<file path="src/verilog/ccb_pkg.sv">
/*
 * Shared constants and types for the processor clock, reset and bus support block.
 * Assumes clk is the base pixel clock, so one clk period is one base period (70 ns
 * nominal). All pin inputs pass the two-flop synchroniser before use.
 */
// Behaviour
// - Ring counter divides base clock by 5/6/7
// - Phase one low while stages two, four set
// - Wide option: phase two low if B or C zero
// - Fast wide rate: phase two low 210 nsec
// - Narrow option: phase two low if B zero
// - Phase two gated off during phase one so phases never overlap
// - Low widths 140/280 slow, 70/210 fast
// - Bus clock follows phase two by 70 nsec
// - Ready, reset, hold registered on bus clock
// - Ready input combines two pulled-up ready lines
// - Power-on clear holds processor reset active
// - First edge after clear forces ready low
// - Forced not-ready ends on following edge
// - Hold register ignores power-on clear, samples always
// - Phantom low for first four fetches
// - Read strobe follows data-in unless DMA overrides
// - Control drivers float when control disable low
// - Status latched mid sync by sync and phase two
// - Status drivers off when status disable asserted
// - Data-out drivers on unless internal read, disable
// - Address drivers on unless address disable asserted
// - Input multiplexer drives only during data-in
// - Select shared, keyboard, parallel, internal buses
// - Memory selects internal; display page selects shared
package ccb_pkg;

    // Base period and documented widths
    localparam int BASE_CLK_NS     = 70;
    localparam int PH1_SLOW_NS     = 140;
    localparam int PH1_FAST_NS     = 70;
    localparam int PH2_SLOW_NS     = 280;
    localparam int PH2_FAST_NS     = 210;
    localparam int BUS_CLK_LAG_NS  = 70;
    localparam int PH1_SLOW_CYC    = (PH1_SLOW_NS + BASE_CLK_NS - 1) / BASE_CLK_NS;
    localparam int PH1_FAST_CYC    = (PH1_FAST_NS + BASE_CLK_NS - 1) / BASE_CLK_NS;
    localparam int PH2_SLOW_CYC    = (PH2_SLOW_NS + BASE_CLK_NS - 1) / BASE_CLK_NS;
    localparam int PH2_FAST_CYC    = (PH2_FAST_NS + BASE_CLK_NS - 1) / BASE_CLK_NS;
    localparam int BUS_CLK_LAG_CYC = (BUS_CLK_LAG_NS + BASE_CLK_NS - 1) / BASE_CLK_NS;

    // Divisor selection codes
    localparam logic [1:0] DIV_SEVEN = 2'h0;
    localparam logic [1:0] DIV_SIX   = 2'h1;
    localparam logic [1:0] DIV_FIVE  = 2'h2;

    // Multiplexer select codes, {input_select_a, input_select_b}
    localparam logic [1:0] SEL_INTERNAL = 2'h0;
    localparam logic [1:0] SEL_KEYBOARD = 2'h1;
    localparam logic [1:0] SEL_PARALLEL = 2'h2;
    localparam logic [1:0] SEL_SHARED   = 2'h3;

    // Reset values
    localparam logic [3:0] RING_RST    = 4'h0;
    localparam logic [3:0] PHANTOM_RST = 4'h0;
    localparam logic [7:0] BYTE_RST    = 8'h00;
    localparam int         PHANTOM_FETCHES = 4;

    // All pin inputs, gathered for synchronising
    typedef struct packed {
        logic [7:0] dio;
        logic [7:0] kdb;
        logic [7:0] pid;
        logic [7:0] intb;
        logic [7:0] cpu_data;
        logic [1:0] div_sel;
        logic       wide_phase;
        logic       prdy;
        logic       xrdy;
        logic       preset_n;
        logic       phold_n;
        logic       power_on_clear_n;
        logic       digi;
        logic       cc_dsb_n;
        logic       stat_dsb_n;
        logic       do_dsb_n;
        logic       add_dsb_n;
        logic       keyboard_port_read;
        logic       parallel_port_read;
        logic       internal_port_sel;
        logic       mem_sel;
        logic       display_page_hit;
        logic       dbin;
        logic       sync;
        logic       inte;
        logic       hlda;
        logic       wr_n;
        logic       cpu_wait;
    } ccb_pins_t;

    // Idle pin levels: pulled-up lines high, power-on clear active
    localparam ccb_pins_t PINS_RST = '{prdy: 1'b1, xrdy: 1'b1, preset_n: 1'b1,
                                       phold_n: 1'b1, cc_dsb_n: 1'b1, stat_dsb_n: 1'b1,
                                       do_dsb_n: 1'b1, add_dsb_n: 1'b1, wr_n: 1'b1,
                                       default: '0};

endpackage

</file>
<file path="src/verilog/ccb_pins_if.sv">
/*
 * Carrier for raw and synchronised pin inputs between the top and its synchroniser.
 * Assumes a single clock shared by both ends.
 */
`timescale 1ns/1ps
interface ccb_pins_if;
    import ccb_pkg::*;
    ccb_pins_t raw;
    ccb_pins_t sync;
    modport syncer (input raw, output sync);
    modport user (output raw, input sync);
endinterface

</file>
<file path="src/verilog/ccb_sync.sv">
/*
 * Two-flop synchroniser for every pin input of the support block.
 * Assumes the raw inputs are asynchronous to clk; only the second stage is read.
 */
`timescale 1ns/1ps
module ccb_sync
    import ccb_pkg::*;
(
    input  wire logic    clk,
    input  wire logic    nrst,
    ccb_pins_if.syncer   pins
);

    typedef struct packed {
        ccb_pins_t s1;
        ccb_pins_t s2;
    } ccb_sync_t;

    ccb_sync_t st;
    ccb_sync_t next_st;

    // Shift raw pins through two stages
    always_comb begin
        next_st    = st;
        next_st.s1 = pins.raw;
        next_st.s2 = st.s1;
    end

    // State register
    always_ff @(posedge clk or negedge nrst) begin
        if (!nrst) begin
            st <= '{s1: PINS_RST, s2: PINS_RST};
        end else begin
            st <= next_st;
        end
    end

    assign pins.sync = st.s2;

endmodule

</file>
<file path="src/verilog/ccb_support.sv">
/*
 * Clock, reset and bus support logic around an 8-bit processor: phase clocks, bus
 * clock, ready/reset/hold registers, phantom start-up, status latch, driver enables
 * and the four-way input data multiplexer.
 * Assumes clk is the base pixel clock and that all inputs are asynchronous pins.
 */
`timescale 1ns/1ps
module ccb_support
    import ccb_pkg::*;
(
    input  wire logic       clk,
    input  wire logic       nrst,
    input  wire logic [1:0] div_sel,
    input  wire logic       wide_phase,
    input  wire logic       power_on_clear_n,
    input  wire logic       prdy,
    input  wire logic       xrdy,
    input  wire logic       preset_n,
    input  wire logic       phold_n,
    input  wire logic       digi,
    input  wire logic       cc_dsb_n,
    input  wire logic       stat_dsb_n,
    input  wire logic       do_dsb_n,
    input  wire logic       add_dsb_n,
    input  wire logic       keyboard_port_read,
    input  wire logic       parallel_port_read,
    input  wire logic       internal_port_sel,
    input  wire logic       mem_sel,
    input  wire logic       display_page_hit,
    input  wire logic       cpu_dbin,
    input  wire logic       cpu_sync,
    input  wire logic       cpu_inte,
    input  wire logic       cpu_hlda,
    input  wire logic       cpu_wr_n,
    input  wire logic       cpu_wait,
    input  wire logic [7:0] cpu_data_in,
    input  wire logic [7:0] kdb,
    input  wire logic [7:0] pid,
    input  wire logic [7:0] intb,
    input  wire logic [7:0] dio_in,
    output logic            phase1_n,
    output logic            phase2_n,
    output logic            bus_clock,
    output logic            cpu_reset,
    output logic            cpu_ready,
    output logic            cpu_hold,
    output logic            phantom_n,
    output logic            bus_sync,
    output logic            bus_inte,
    output logic            bus_hlda,
    output logic            bus_wr_n,
    output logic            bus_wait,
    output logic            bus_pdbin,
    output logic            ctl_oe,
    output logic [7:0]      status,
    output logic            status_oe,
    output logic            addr_oe,
    output logic [7:0]      dio_out,
    output logic            dio_oe,
    output logic [7:0]      cpu_data_out,
    output logic            cpu_data_oe,
    output logic            input_select_a,
    output logic            input_select_b,
    output logic            data_out_inhibit
);

    // Whole module state
    typedef struct packed {
        logic [3:0] ring;
        logic [1:0] div;
        logic       wide;
        logic       phase1_n;
        logic       phase2_n;
        logic       bus_clock;
        logic       reset_q;
        logic       ready_q;
        logic       hold_q;
        logic [3:0] phantom_sr;
        logic       dbin_d;
        logic       strobe_d;
        logic [7:0] status;
        logic       bus_sync;
        logic       bus_inte;
        logic       bus_hlda;
        logic       bus_wr_n;
        logic       bus_wait;
        logic       bus_pdbin;
        logic       ctl_oe;
        logic       status_oe;
        logic       addr_oe;
        logic [7:0] dio_out;
        logic       dio_oe;
        logic [7:0] cpu_d;
        logic       cpu_d_oe;
        logic [1:0] sel;
        logic       inhibit;
    } ccb_state_t;

    ccb_state_t st;
    ccb_state_t next_st;
    ccb_pins_t  p;
    logic       bus_rise;
    logic       dbin_fall;
    logic       strobe;
    logic [1:0] next_sel;

    ccb_pins_if pif ();

    // Gather pins for the synchroniser
    always_comb begin
        pif.raw = '{dio: dio_in, kdb: kdb, pid: pid, intb: intb, cpu_data: cpu_data_in,
                    div_sel: div_sel, wide_phase: wide_phase, prdy: prdy, xrdy: xrdy,
                    preset_n: preset_n, phold_n: phold_n,
                    power_on_clear_n: power_on_clear_n, digi: digi, cc_dsb_n: cc_dsb_n,
                    stat_dsb_n: stat_dsb_n, do_dsb_n: do_dsb_n, add_dsb_n: add_dsb_n,
                    keyboard_port_read: keyboard_port_read,
                    parallel_port_read: parallel_port_read,
                    internal_port_sel: internal_port_sel, mem_sel: mem_sel,
                    display_page_hit: display_page_hit, dbin: cpu_dbin, sync: cpu_sync,
                    inte: cpu_inte, hlda: cpu_hlda, wr_n: cpu_wr_n, cpu_wait: cpu_wait};
    end

    ccb_sync u_sync (
        .clk  (clk),
        .nrst (nrst),
        .pins (pif.syncer)
    );

    assign p = pif.sync;

    // Ring feedback: inverted tail through a selectable NAND
    function automatic logic ring_feedback(input logic [3:0] r, input logic [1:0] d);
        logic fb;
        fb = 1'b0;
        unique case (d)
            DIV_SIX:  fb = ~r[1];          // Third stage only
            DIV_FIVE: fb = ~(r[2] & r[1]); // Second and third stages
            default:  fb = ~(r[1] & r[0]); // Third and fourth stages
        endcase
        return fb;
    endfunction

    // Phase two gate output, low while its pulse is active
    function automatic logic phase2_gate(input logic [3:0] r, input logic w);
        return w ? ~(~r[2] | ~r[1]) : r[2];
    endfunction

    // Input select from the port and page decodes, {a, b}
    function automatic logic [1:0] select_decode(input ccb_pins_t q);
        logic internal;
        internal = q.internal_port_sel | (q.mem_sel & ~q.display_page_hit);
        return {~(q.keyboard_port_read | internal), ~(q.parallel_port_read | internal)};
    endfunction

    // Byte chosen by the input multiplexer
    function automatic logic [7:0] mux_byte(input logic [1:0] s, input ccb_pins_t q);
        logic [7:0] b;
        b = q.dio;
        unique case (s)
            SEL_KEYBOARD: b = q.kdb;
            SEL_PARALLEL: b = q.pid;
            SEL_INTERNAL: b = q.intb;
            SEL_SHARED:   b = q.dio;
        endcase
        return b;
    endfunction

    // Next-state logic
    always_comb begin
        next_st = st;
        // Strap inputs taken only while power-on clear holds the device in reset
        if (!p.power_on_clear_n) begin
            next_st.div  = p.div_sel;
            next_st.wide = p.wide_phase;
        end
        // Ring shifts right each base clock with the gated inverted tail
        next_st.ring = {ring_feedback(st.ring, st.div), st.ring[3:1]};
        // Phase one low while second and fourth stages hold one
        next_st.phase1_n = ~(st.ring[2] & st.ring[0]);
        // Phase two low window by option; guard keeps it off during phase one
        next_st.phase2_n = phase2_gate(st.ring, st.wide)
                           | ~next_st.phase1_n;
        // Bus clock is phase two's pulse delayed by one base period
        next_st.bus_clock = ~st.phase2_n;
        bus_rise = next_st.bus_clock & ~st.bus_clock;

        // Ready, reset and hold registers on bus clock rising edges
        if (bus_rise) begin
            next_st.reset_q = ~p.preset_n;
            // Ready low on the edge that releases reset, back on the next
            next_st.ready_q = p.prdy & p.xrdy & ~st.reset_q;
            next_st.hold_q  = ~p.phold_n;
        end
        // Power-on clear forces reset regardless of the bus clock
        if (!p.power_on_clear_n) begin
            next_st.reset_q = 1'b1;
            next_st.ready_q = 1'b0;
        end

        // Phantom shift register steps at the end of each data-in strobe
        next_st.dbin_d = p.dbin;
        dbin_fall = st.dbin_d & ~p.dbin;
        if (!p.power_on_clear_n) begin
            next_st.phantom_sr = PHANTOM_RST;
        end else if (dbin_fall) begin
            next_st.phantom_sr = {st.phantom_sr[2:0], 1'b1};
        end

        // Status latch on the rise of sync gated with phase two
        strobe = p.sync & ~st.phase2_n;
        next_st.strobe_d = strobe;
        if (strobe && !st.strobe_d) begin
            next_st.status = p.cpu_data;
        end
        next_st.status_oe = p.stat_dsb_n;

        // Control signals to the bus and their shared enable
        next_st.bus_sync  = p.sync;
        next_st.bus_inte  = p.inte;
        next_st.bus_hlda  = p.hlda;
        next_st.bus_wr_n  = p.wr_n;
        next_st.bus_wait  = p.cpu_wait;
        next_st.bus_pdbin = p.dbin | p.digi;
        next_st.ctl_oe    = p.cc_dsb_n;
        next_st.addr_oe   = p.add_dsb_n;

        // Input multiplexer select and data
        next_sel = select_decode(p);
        next_st.sel      = next_sel;
        next_st.cpu_d    = mux_byte(next_sel, p);
        next_st.cpu_d_oe = p.dbin;

        // Data-out drivers off while reading an internal source or when disabled
        next_st.inhibit = p.dbin & (next_sel != SEL_SHARED);
        next_st.dio_oe  = ~next_st.inhibit & p.do_dsb_n;
        next_st.dio_out = p.cpu_data;
    end

    // State register
    always_ff @(posedge clk or negedge nrst) begin
        if (!nrst) begin
            st <= '{ring: RING_RST, div: DIV_SEVEN, wide: 1'b1, phase1_n: 1'b1,
                    phase2_n: 1'b1, reset_q: 1'b1, phantom_sr: PHANTOM_RST,
                    status: BYTE_RST, bus_wr_n: 1'b1, ctl_oe: 1'b1, status_oe: 1'b1,
                    addr_oe: 1'b1, dio_out: BYTE_RST, dio_oe: 1'b1, cpu_d: BYTE_RST,
                    sel: SEL_SHARED, default: '0};
        end else begin
            st <= next_st;
        end
    end

    // Outputs straight from the state register
    assign phase1_n         = st.phase1_n;
    assign phase2_n         = st.phase2_n;
    assign bus_clock        = st.bus_clock;
    assign cpu_reset        = st.reset_q;
    assign cpu_ready        = st.ready_q;
    assign cpu_hold         = st.hold_q;
    assign phantom_n        = st.phantom_sr[3];
    assign bus_sync         = st.bus_sync;
    assign bus_inte         = st.bus_inte;
    assign bus_hlda         = st.bus_hlda;
    assign bus_wr_n         = st.bus_wr_n;
    assign bus_wait         = st.bus_wait;
    assign bus_pdbin        = st.bus_pdbin;
    assign ctl_oe           = st.ctl_oe;
    assign status           = st.status;
    assign status_oe        = st.status_oe;
    assign addr_oe          = st.addr_oe;
    assign dio_out          = st.dio_out;
    assign dio_oe           = st.dio_oe;
    assign cpu_data_out     = st.cpu_d;
    assign cpu_data_oe      = st.cpu_d_oe;
    assign input_select_a   = st.sel[1];
    assign input_select_b   = st.sel[0];
    assign data_out_inhibit = st.inhibit;
endmodule

</file>
<file path="config.mk">
export PLATFORM = sky130hd
export DESIGN_NAME = ccb_support
export DESIGN_NICKNAME = d
export VERILOG_FILES = /design/src/verilog/ccb_pkg.sv /design/src/verilog/ccb_pins_if.sv /design/src/verilog/ccb_sync.sv /design/src/verilog/ccb_support.sv
export SDC_FILE = /design/constraint.sdc
export NUM_CORES = 1
export LEC_CHECK = 0
export BUFFER_PORTS_ARGS = -buffer_cell sky130_fd_sc_hd__buf_2
export CAP_MARGIN = 20
export CORE_MARGIN = 10
export CORE_UTILIZATION = 40
export DETAILED_ROUTE_END_ITERATION = 10
export HOLD_SLACK_MARGIN = 0.05
export PLACE_DENSITY = 0.71
export SLEW_MARGIN = 20
export SYNTH_ARGS = -nofsm -noshare
export SYNTH_HDL_FRONTEND = slang
export SYNTH_SLANG_ARGS = --single-unit
</file>
<file path="constraint.sdc">
create_clock -name clk -period 1.41 [get_ports clk]
set_input_delay 0.282 -clock clk [delete_from_list [all_inputs] [get_ports clk]]
set_output_delay 0.282 -clock clk [all_outputs]
set_load 0.02 [all_outputs]
</file>
Yosys cells after proc, flatten, opt, wreduce, memory -nomap -nowiden
Cells that the tools add are included.
Storage, ports and cells
  flip-flop bits (word level): 184
  latch bits: 0
  memory bits (writable): 0
  bits in read-only memories: 0
  input bits: 66
  output and inout port bits: 45
  word-level logic and storage cells: 134
  memories kept: 0
Cells by class
  add/subtract/negate cells: 0
  multiply operators: 0
  div/mod/pow operators: 0
  magnitude comparators: 0
  equal/unequal tests: 8
  shift operators: 0
  multiplexer cells: 7
  bitwise logic cells: 33
  reduce and logical (&&, ||, !) cells: 3
Operator list (number)
  one-hot mux 8 bit (4 select lines): 1
  NOT 1 bit: 16
  bitwise AND 1 bit: 11
  two-way mux 4 bit: 2
  equality test 2 bit, second input constant: 3
  inequality test 2 bit, second input constant: 3
  OR 1 bit: 6
  equality test 2 x 1 -> 1 bit, second input constant: 2
  two-way mux 3 bit: 1
  zero test 2 bit: 1
  two-way mux 2 bit: 1
  one-hot mux 1 bit (2 select lines): 1
  logical AND 1 bit: 1
  zero test 1 bit: 1
  two-way mux 1 bit: 1

Depth between registers and ports, before layout
  depth after elaboration: 9
  depth in mapped cells: 5
  depth with buffers taken out: 5

Hierarchy
A second synthesis with hierarchy kept.
Unflattened totals
  cells, all modules: 327
  area total of the unflattened synthesis: 5681.7 um^2
By module, submodules not included
  ccb_sync: times used 1, cells an instance 128, area an instance 3225.6 um^2, seq. area each 3225.6 um^2
  ccb_support: times used 1, cells an instance 199, area an instance 2456.1 um^2, seq. area each 1415.1 um^2

Least setup slack after synthesis
Ideal clock, no wire load.
  path kind: reg-to-reg
  start point: register st (netlist bit phase2_n)
  end point: register st (netlist bit status[0])
  setup time: 125 ps
  arrival: 1238 ps
  data required time: 1285 ps
  slack: 47 ps
  cell stages (with the launch flop): 5
  buffers on the path: 1
  clock period less this slack: 1363 ps
  cells stage by stage: dfstp_2 nor2b_2 nor2b_1 buf_6 mux2_4
RTL lines
  start: declaration: line ccb_support.sv:99  | ccb_state_t st;
  start signal: assignment: line ccb_support.sv:242  | st <= '{ring: RING_RST, div: DIV_SEVEN, wide: 1'b1, phase1_n: 1'b1,
  start signal: assignment: line ccb_support.sv:248  | st <= next_st;

Worst setup path after layout
  start point: register st (netlist bit phase2_n)
  end point: output phase2_n
RTL lines
  end: declaration: line ccb_support.sv:42  | output logic phase2_n,
No word-level cell between the ends.

==> results.ini <==
[pwr]
switching_power_w=0.00299
clkPwrFrac=0.408
pwr-share-seq=0.470
p_per_area_mw_per_mm2=1670
p_total_w=0.0130
peakVddDrop_mv=1.09
p_leak_nw=3.54
switching_share=0.231
p_int_w=0.0100
comb_power_share=0.122

[drt]
drc=0
dr.pass1.iters=4
vias_per_cell=4.45
vias=3075
wl_per_cell_um=15.8
wl_mm=10.9
drtIter0Drc=121
ant_nets=0

[sta]
tightestPinTransition_ns=0.435
skew_ns=0.00557
period_share=1.03
setup_ws_ns=-0.0356
setup_viol=1
rsz0062_at_grt=true
max_freq_mhz=692
slew_violations=0
hold_violations=0
max_slew_margin=0.710
min_period_ns=1.45

[synth]
yosysUniqueCellTypes=36
yosysTopAreaCell=dfrtp_1
synth.avg_cell_area_um2=17.6
synth_cells=323
synth_nets=391
synth.top_cell.area_share=0.683
yosys_warnings=0
ys_seq_elements=184
synthTopCellsByArea=dfrtp_1 (68%), dfstp_2 (13%), buf_4 (3.4%), mux2_4 (2.1%), a211o_1 (1.1%)
netlist_area_mm2=0.00568
ys_seq_area_frac=0.817

[clocking]
clk_pin_slew_ns=0.06
tritoncts=done
cts_buffer_depth=2
cts_sinks=184
cts_htree_levels=4
insertion_delay_ns=0.41
cts_made_buffers=17
cts-root-buf=clkbuf_16

[placement]
place_ws_ns=-0.371
dp_hpwl_mm=7.45
io_buffers=110
place_congestion=0.761
place_area_mm2=0.00637
dp_cells=589

[floorplan]
die_area_mm2=0.0194
core_area_mm2=0.0139
die_w_um=139
io_pins=111
rows=43
dieHeight_um=139
floorplan.initialDensity=0.409

[global_routing]
first_global_vias=3512
grt_usage=0.117
antenna_found_initial=2
grt_max_degree=50
grt_pass1_wl_mm=17.9
overflow=0

[worst_setup_path]
required_ns=1.13
crit_path_end_kind=output port
worstSetupPathType=reg2out
critPathMaxFanout=2
arrival_ns=1.16
start_kind=register

[cells_and_area]
fin_cells=691
drive_gt1_frac=0.409
finish.utilization=0.560
fin_nets=564
final_cell_area_mm2=0.00777
syn_to_final_growth_pct=36.9

[status]
violations=setup timing
outcome=complete, but fails checks

[min_path]
hp-class=reg2reg

[run]
max_cap_viol_count=0

power groups by stage:
stage,Clock (W),Combinational [W],Sequential (W)
after floorplan,0,0.000896,0.00623
after global placement,0,0.00135,0.00615
after detailed placement,0,0.00140,0.00619
after CTS,0.00545,0.00160,0.00611
after global routing,0.00568,0.00171,0.00616
final,0.00530,0.00159,0.00611
cell usage in the layout (no fill, tap or decap), types with 4 or more instances in the layout:
| cell | synthesis | final |
|---|---|---|
| a211o_1 | 7 | 7 |
| a31oi_1 | 7 | 7 |
| buf_12 | 0 | 5 |
| buf_2 | 5 | 103 |
| buf_4 | 26 | 14 |
| bufinv_16 | 0 | 6 |
| clkbuf_16 | 0 | 17 |
| dfrtp_1 | 155 | 153 |
| dfstp_2 | 29 | 29 |
| dlygate4sd3_1 | 0 | 65 |
| mux2_2 | 4 | 4 |
| mux2_4 | 8 | 8 |
| nand3b_1 | 7 | 7 |
| nand4_1 | 7 | 7 |
| nor2b_1 | 6 | 5 |
| nor4_1 | 8 | 8 |
| o31ai_1 | 8 | 7 |
registers in the layout, summed over array words and instances (netlist names), 3 cells and up:
register / count
u_sync.next_st: 64
u_sync.pins.sync: 64
cpu_data_out: 8
dio_out: 8
st: 8
status: 8
next_st: 3
Yosys cell counts:
cell / number
a211oi_1: 1
mux2i_1: 3
dfstp_2: 29
buf_2: 5
nor2b_1: 6
a21boi_0: 2
nor3_1: 2
nor4_1: 8
nand2b_4: 1
nand2b_1: 3
o311ai_0: 1
dfrtp_1: 155
nor2b_2: 1
buf_6: 2
o21ai_0: 3
a211o_1: 7
mux2_2: 4
o31ai_1: 8
mux2_4: 8
and2_1: 3
nand4_1: 7
a21oi_1: 2
nor2_2: 1
o41ai_1: 2
a31oi_1: 7
ha_1: 2
or2_2: 1
clkbuf_1: 4
nand3_1: 2
buf_4: 26
clkinv_1: 1
nand3b_1: 7
inv_1: 3
nand2_1: 2
o21a_1: 2
nor2_1: 2
per-stage QoR:
stage | hold slack (ns) | setup TNS [ns]
5_1_grt | 0.350 | -0.0961
4_1_cts | 0.348 | -0.0632
6_report | 0.344 | -0.0356
3_5_place_dp | 0.271 | -2.94
2_1_floorplan | -0.0136 | 0
3_3_place_gp | 0.262 | -2.30
worst max-delay path, stage by stage, from the launching register on:
cell and delay, ns:
dfstp_2 0.55, buf_6 0.10, buf_6 0.11
cell type report:
cell class              instances  area, um2
repair buffers                191       1420
well taps                     180        225
inverters                       4       15.0
flip-flops and latches        184       4640
multi-input cells              98        785
fillers                      1094       6110
diodes                          2       5.00
clock buffers                  18        439
clock inverters                14        244
worst paths after layout:
check                                               startpoint                             end  slack [ns]  depth (start not counted)
max in group asynchronous                                 nrst  u_sync.pins.sync[18]$_DFF_PN1_        0.45                          3
worst min-delay path              u_sync.next_st[58]$_DFF_PN0_  u_sync.pins.sync[58]$_DFF_PN0_        0.34                          0
worst max-delay path                        phase2_n$_DFF_PN1_                        phase2_n       -0.04                          2
min in group asynchronous                                 nrst     u_sync.next_st[2]$_DFF_PN0_        0.37                          2
worst max register to register  u_sync.pins.sync[10]$_DFF_PN0_       cpu_data_out[2]$_DFF_PN0_        0.08                          3
worst min register to register    u_sync.next_st[58]$_DFF_PN0_  u_sync.pins.sync[58]$_DFF_PN0_        0.34                          0
cells by family after synthesis:
kind of cell             synth area share
AO/OA/AOI/OAI                      0.0447
adder cells (fa/ha/maj)           0.00441
buffers and inverters              0.0480
flip-flops                          0.817
multiplexers                       0.0344
AND/OR/NAND/NOR                    0.0513
routing by layer:
metal / GRT usage / vias to the layer above / share of wire
li1: - / 1425 / -
met1: 0.125 / 1554 / 0.40
met2: 0.200 / 77 / 0.52
met3: 0.0476 / 19 / 0.050
met4: 0.0494 / 0 / 0.022
met5: 0 / - / 0
repair_timing:
item | CTS | global route
gates resized for setup | 7 | 9
setup buffers | 1 | 2
hold endpoints to repair | 81 | 0
hold buffers | 65 | 0
pin swaps | 0 | 0
endpoints found under the setup margin | 11 | 14
Power figures use the tool's default switching activity.
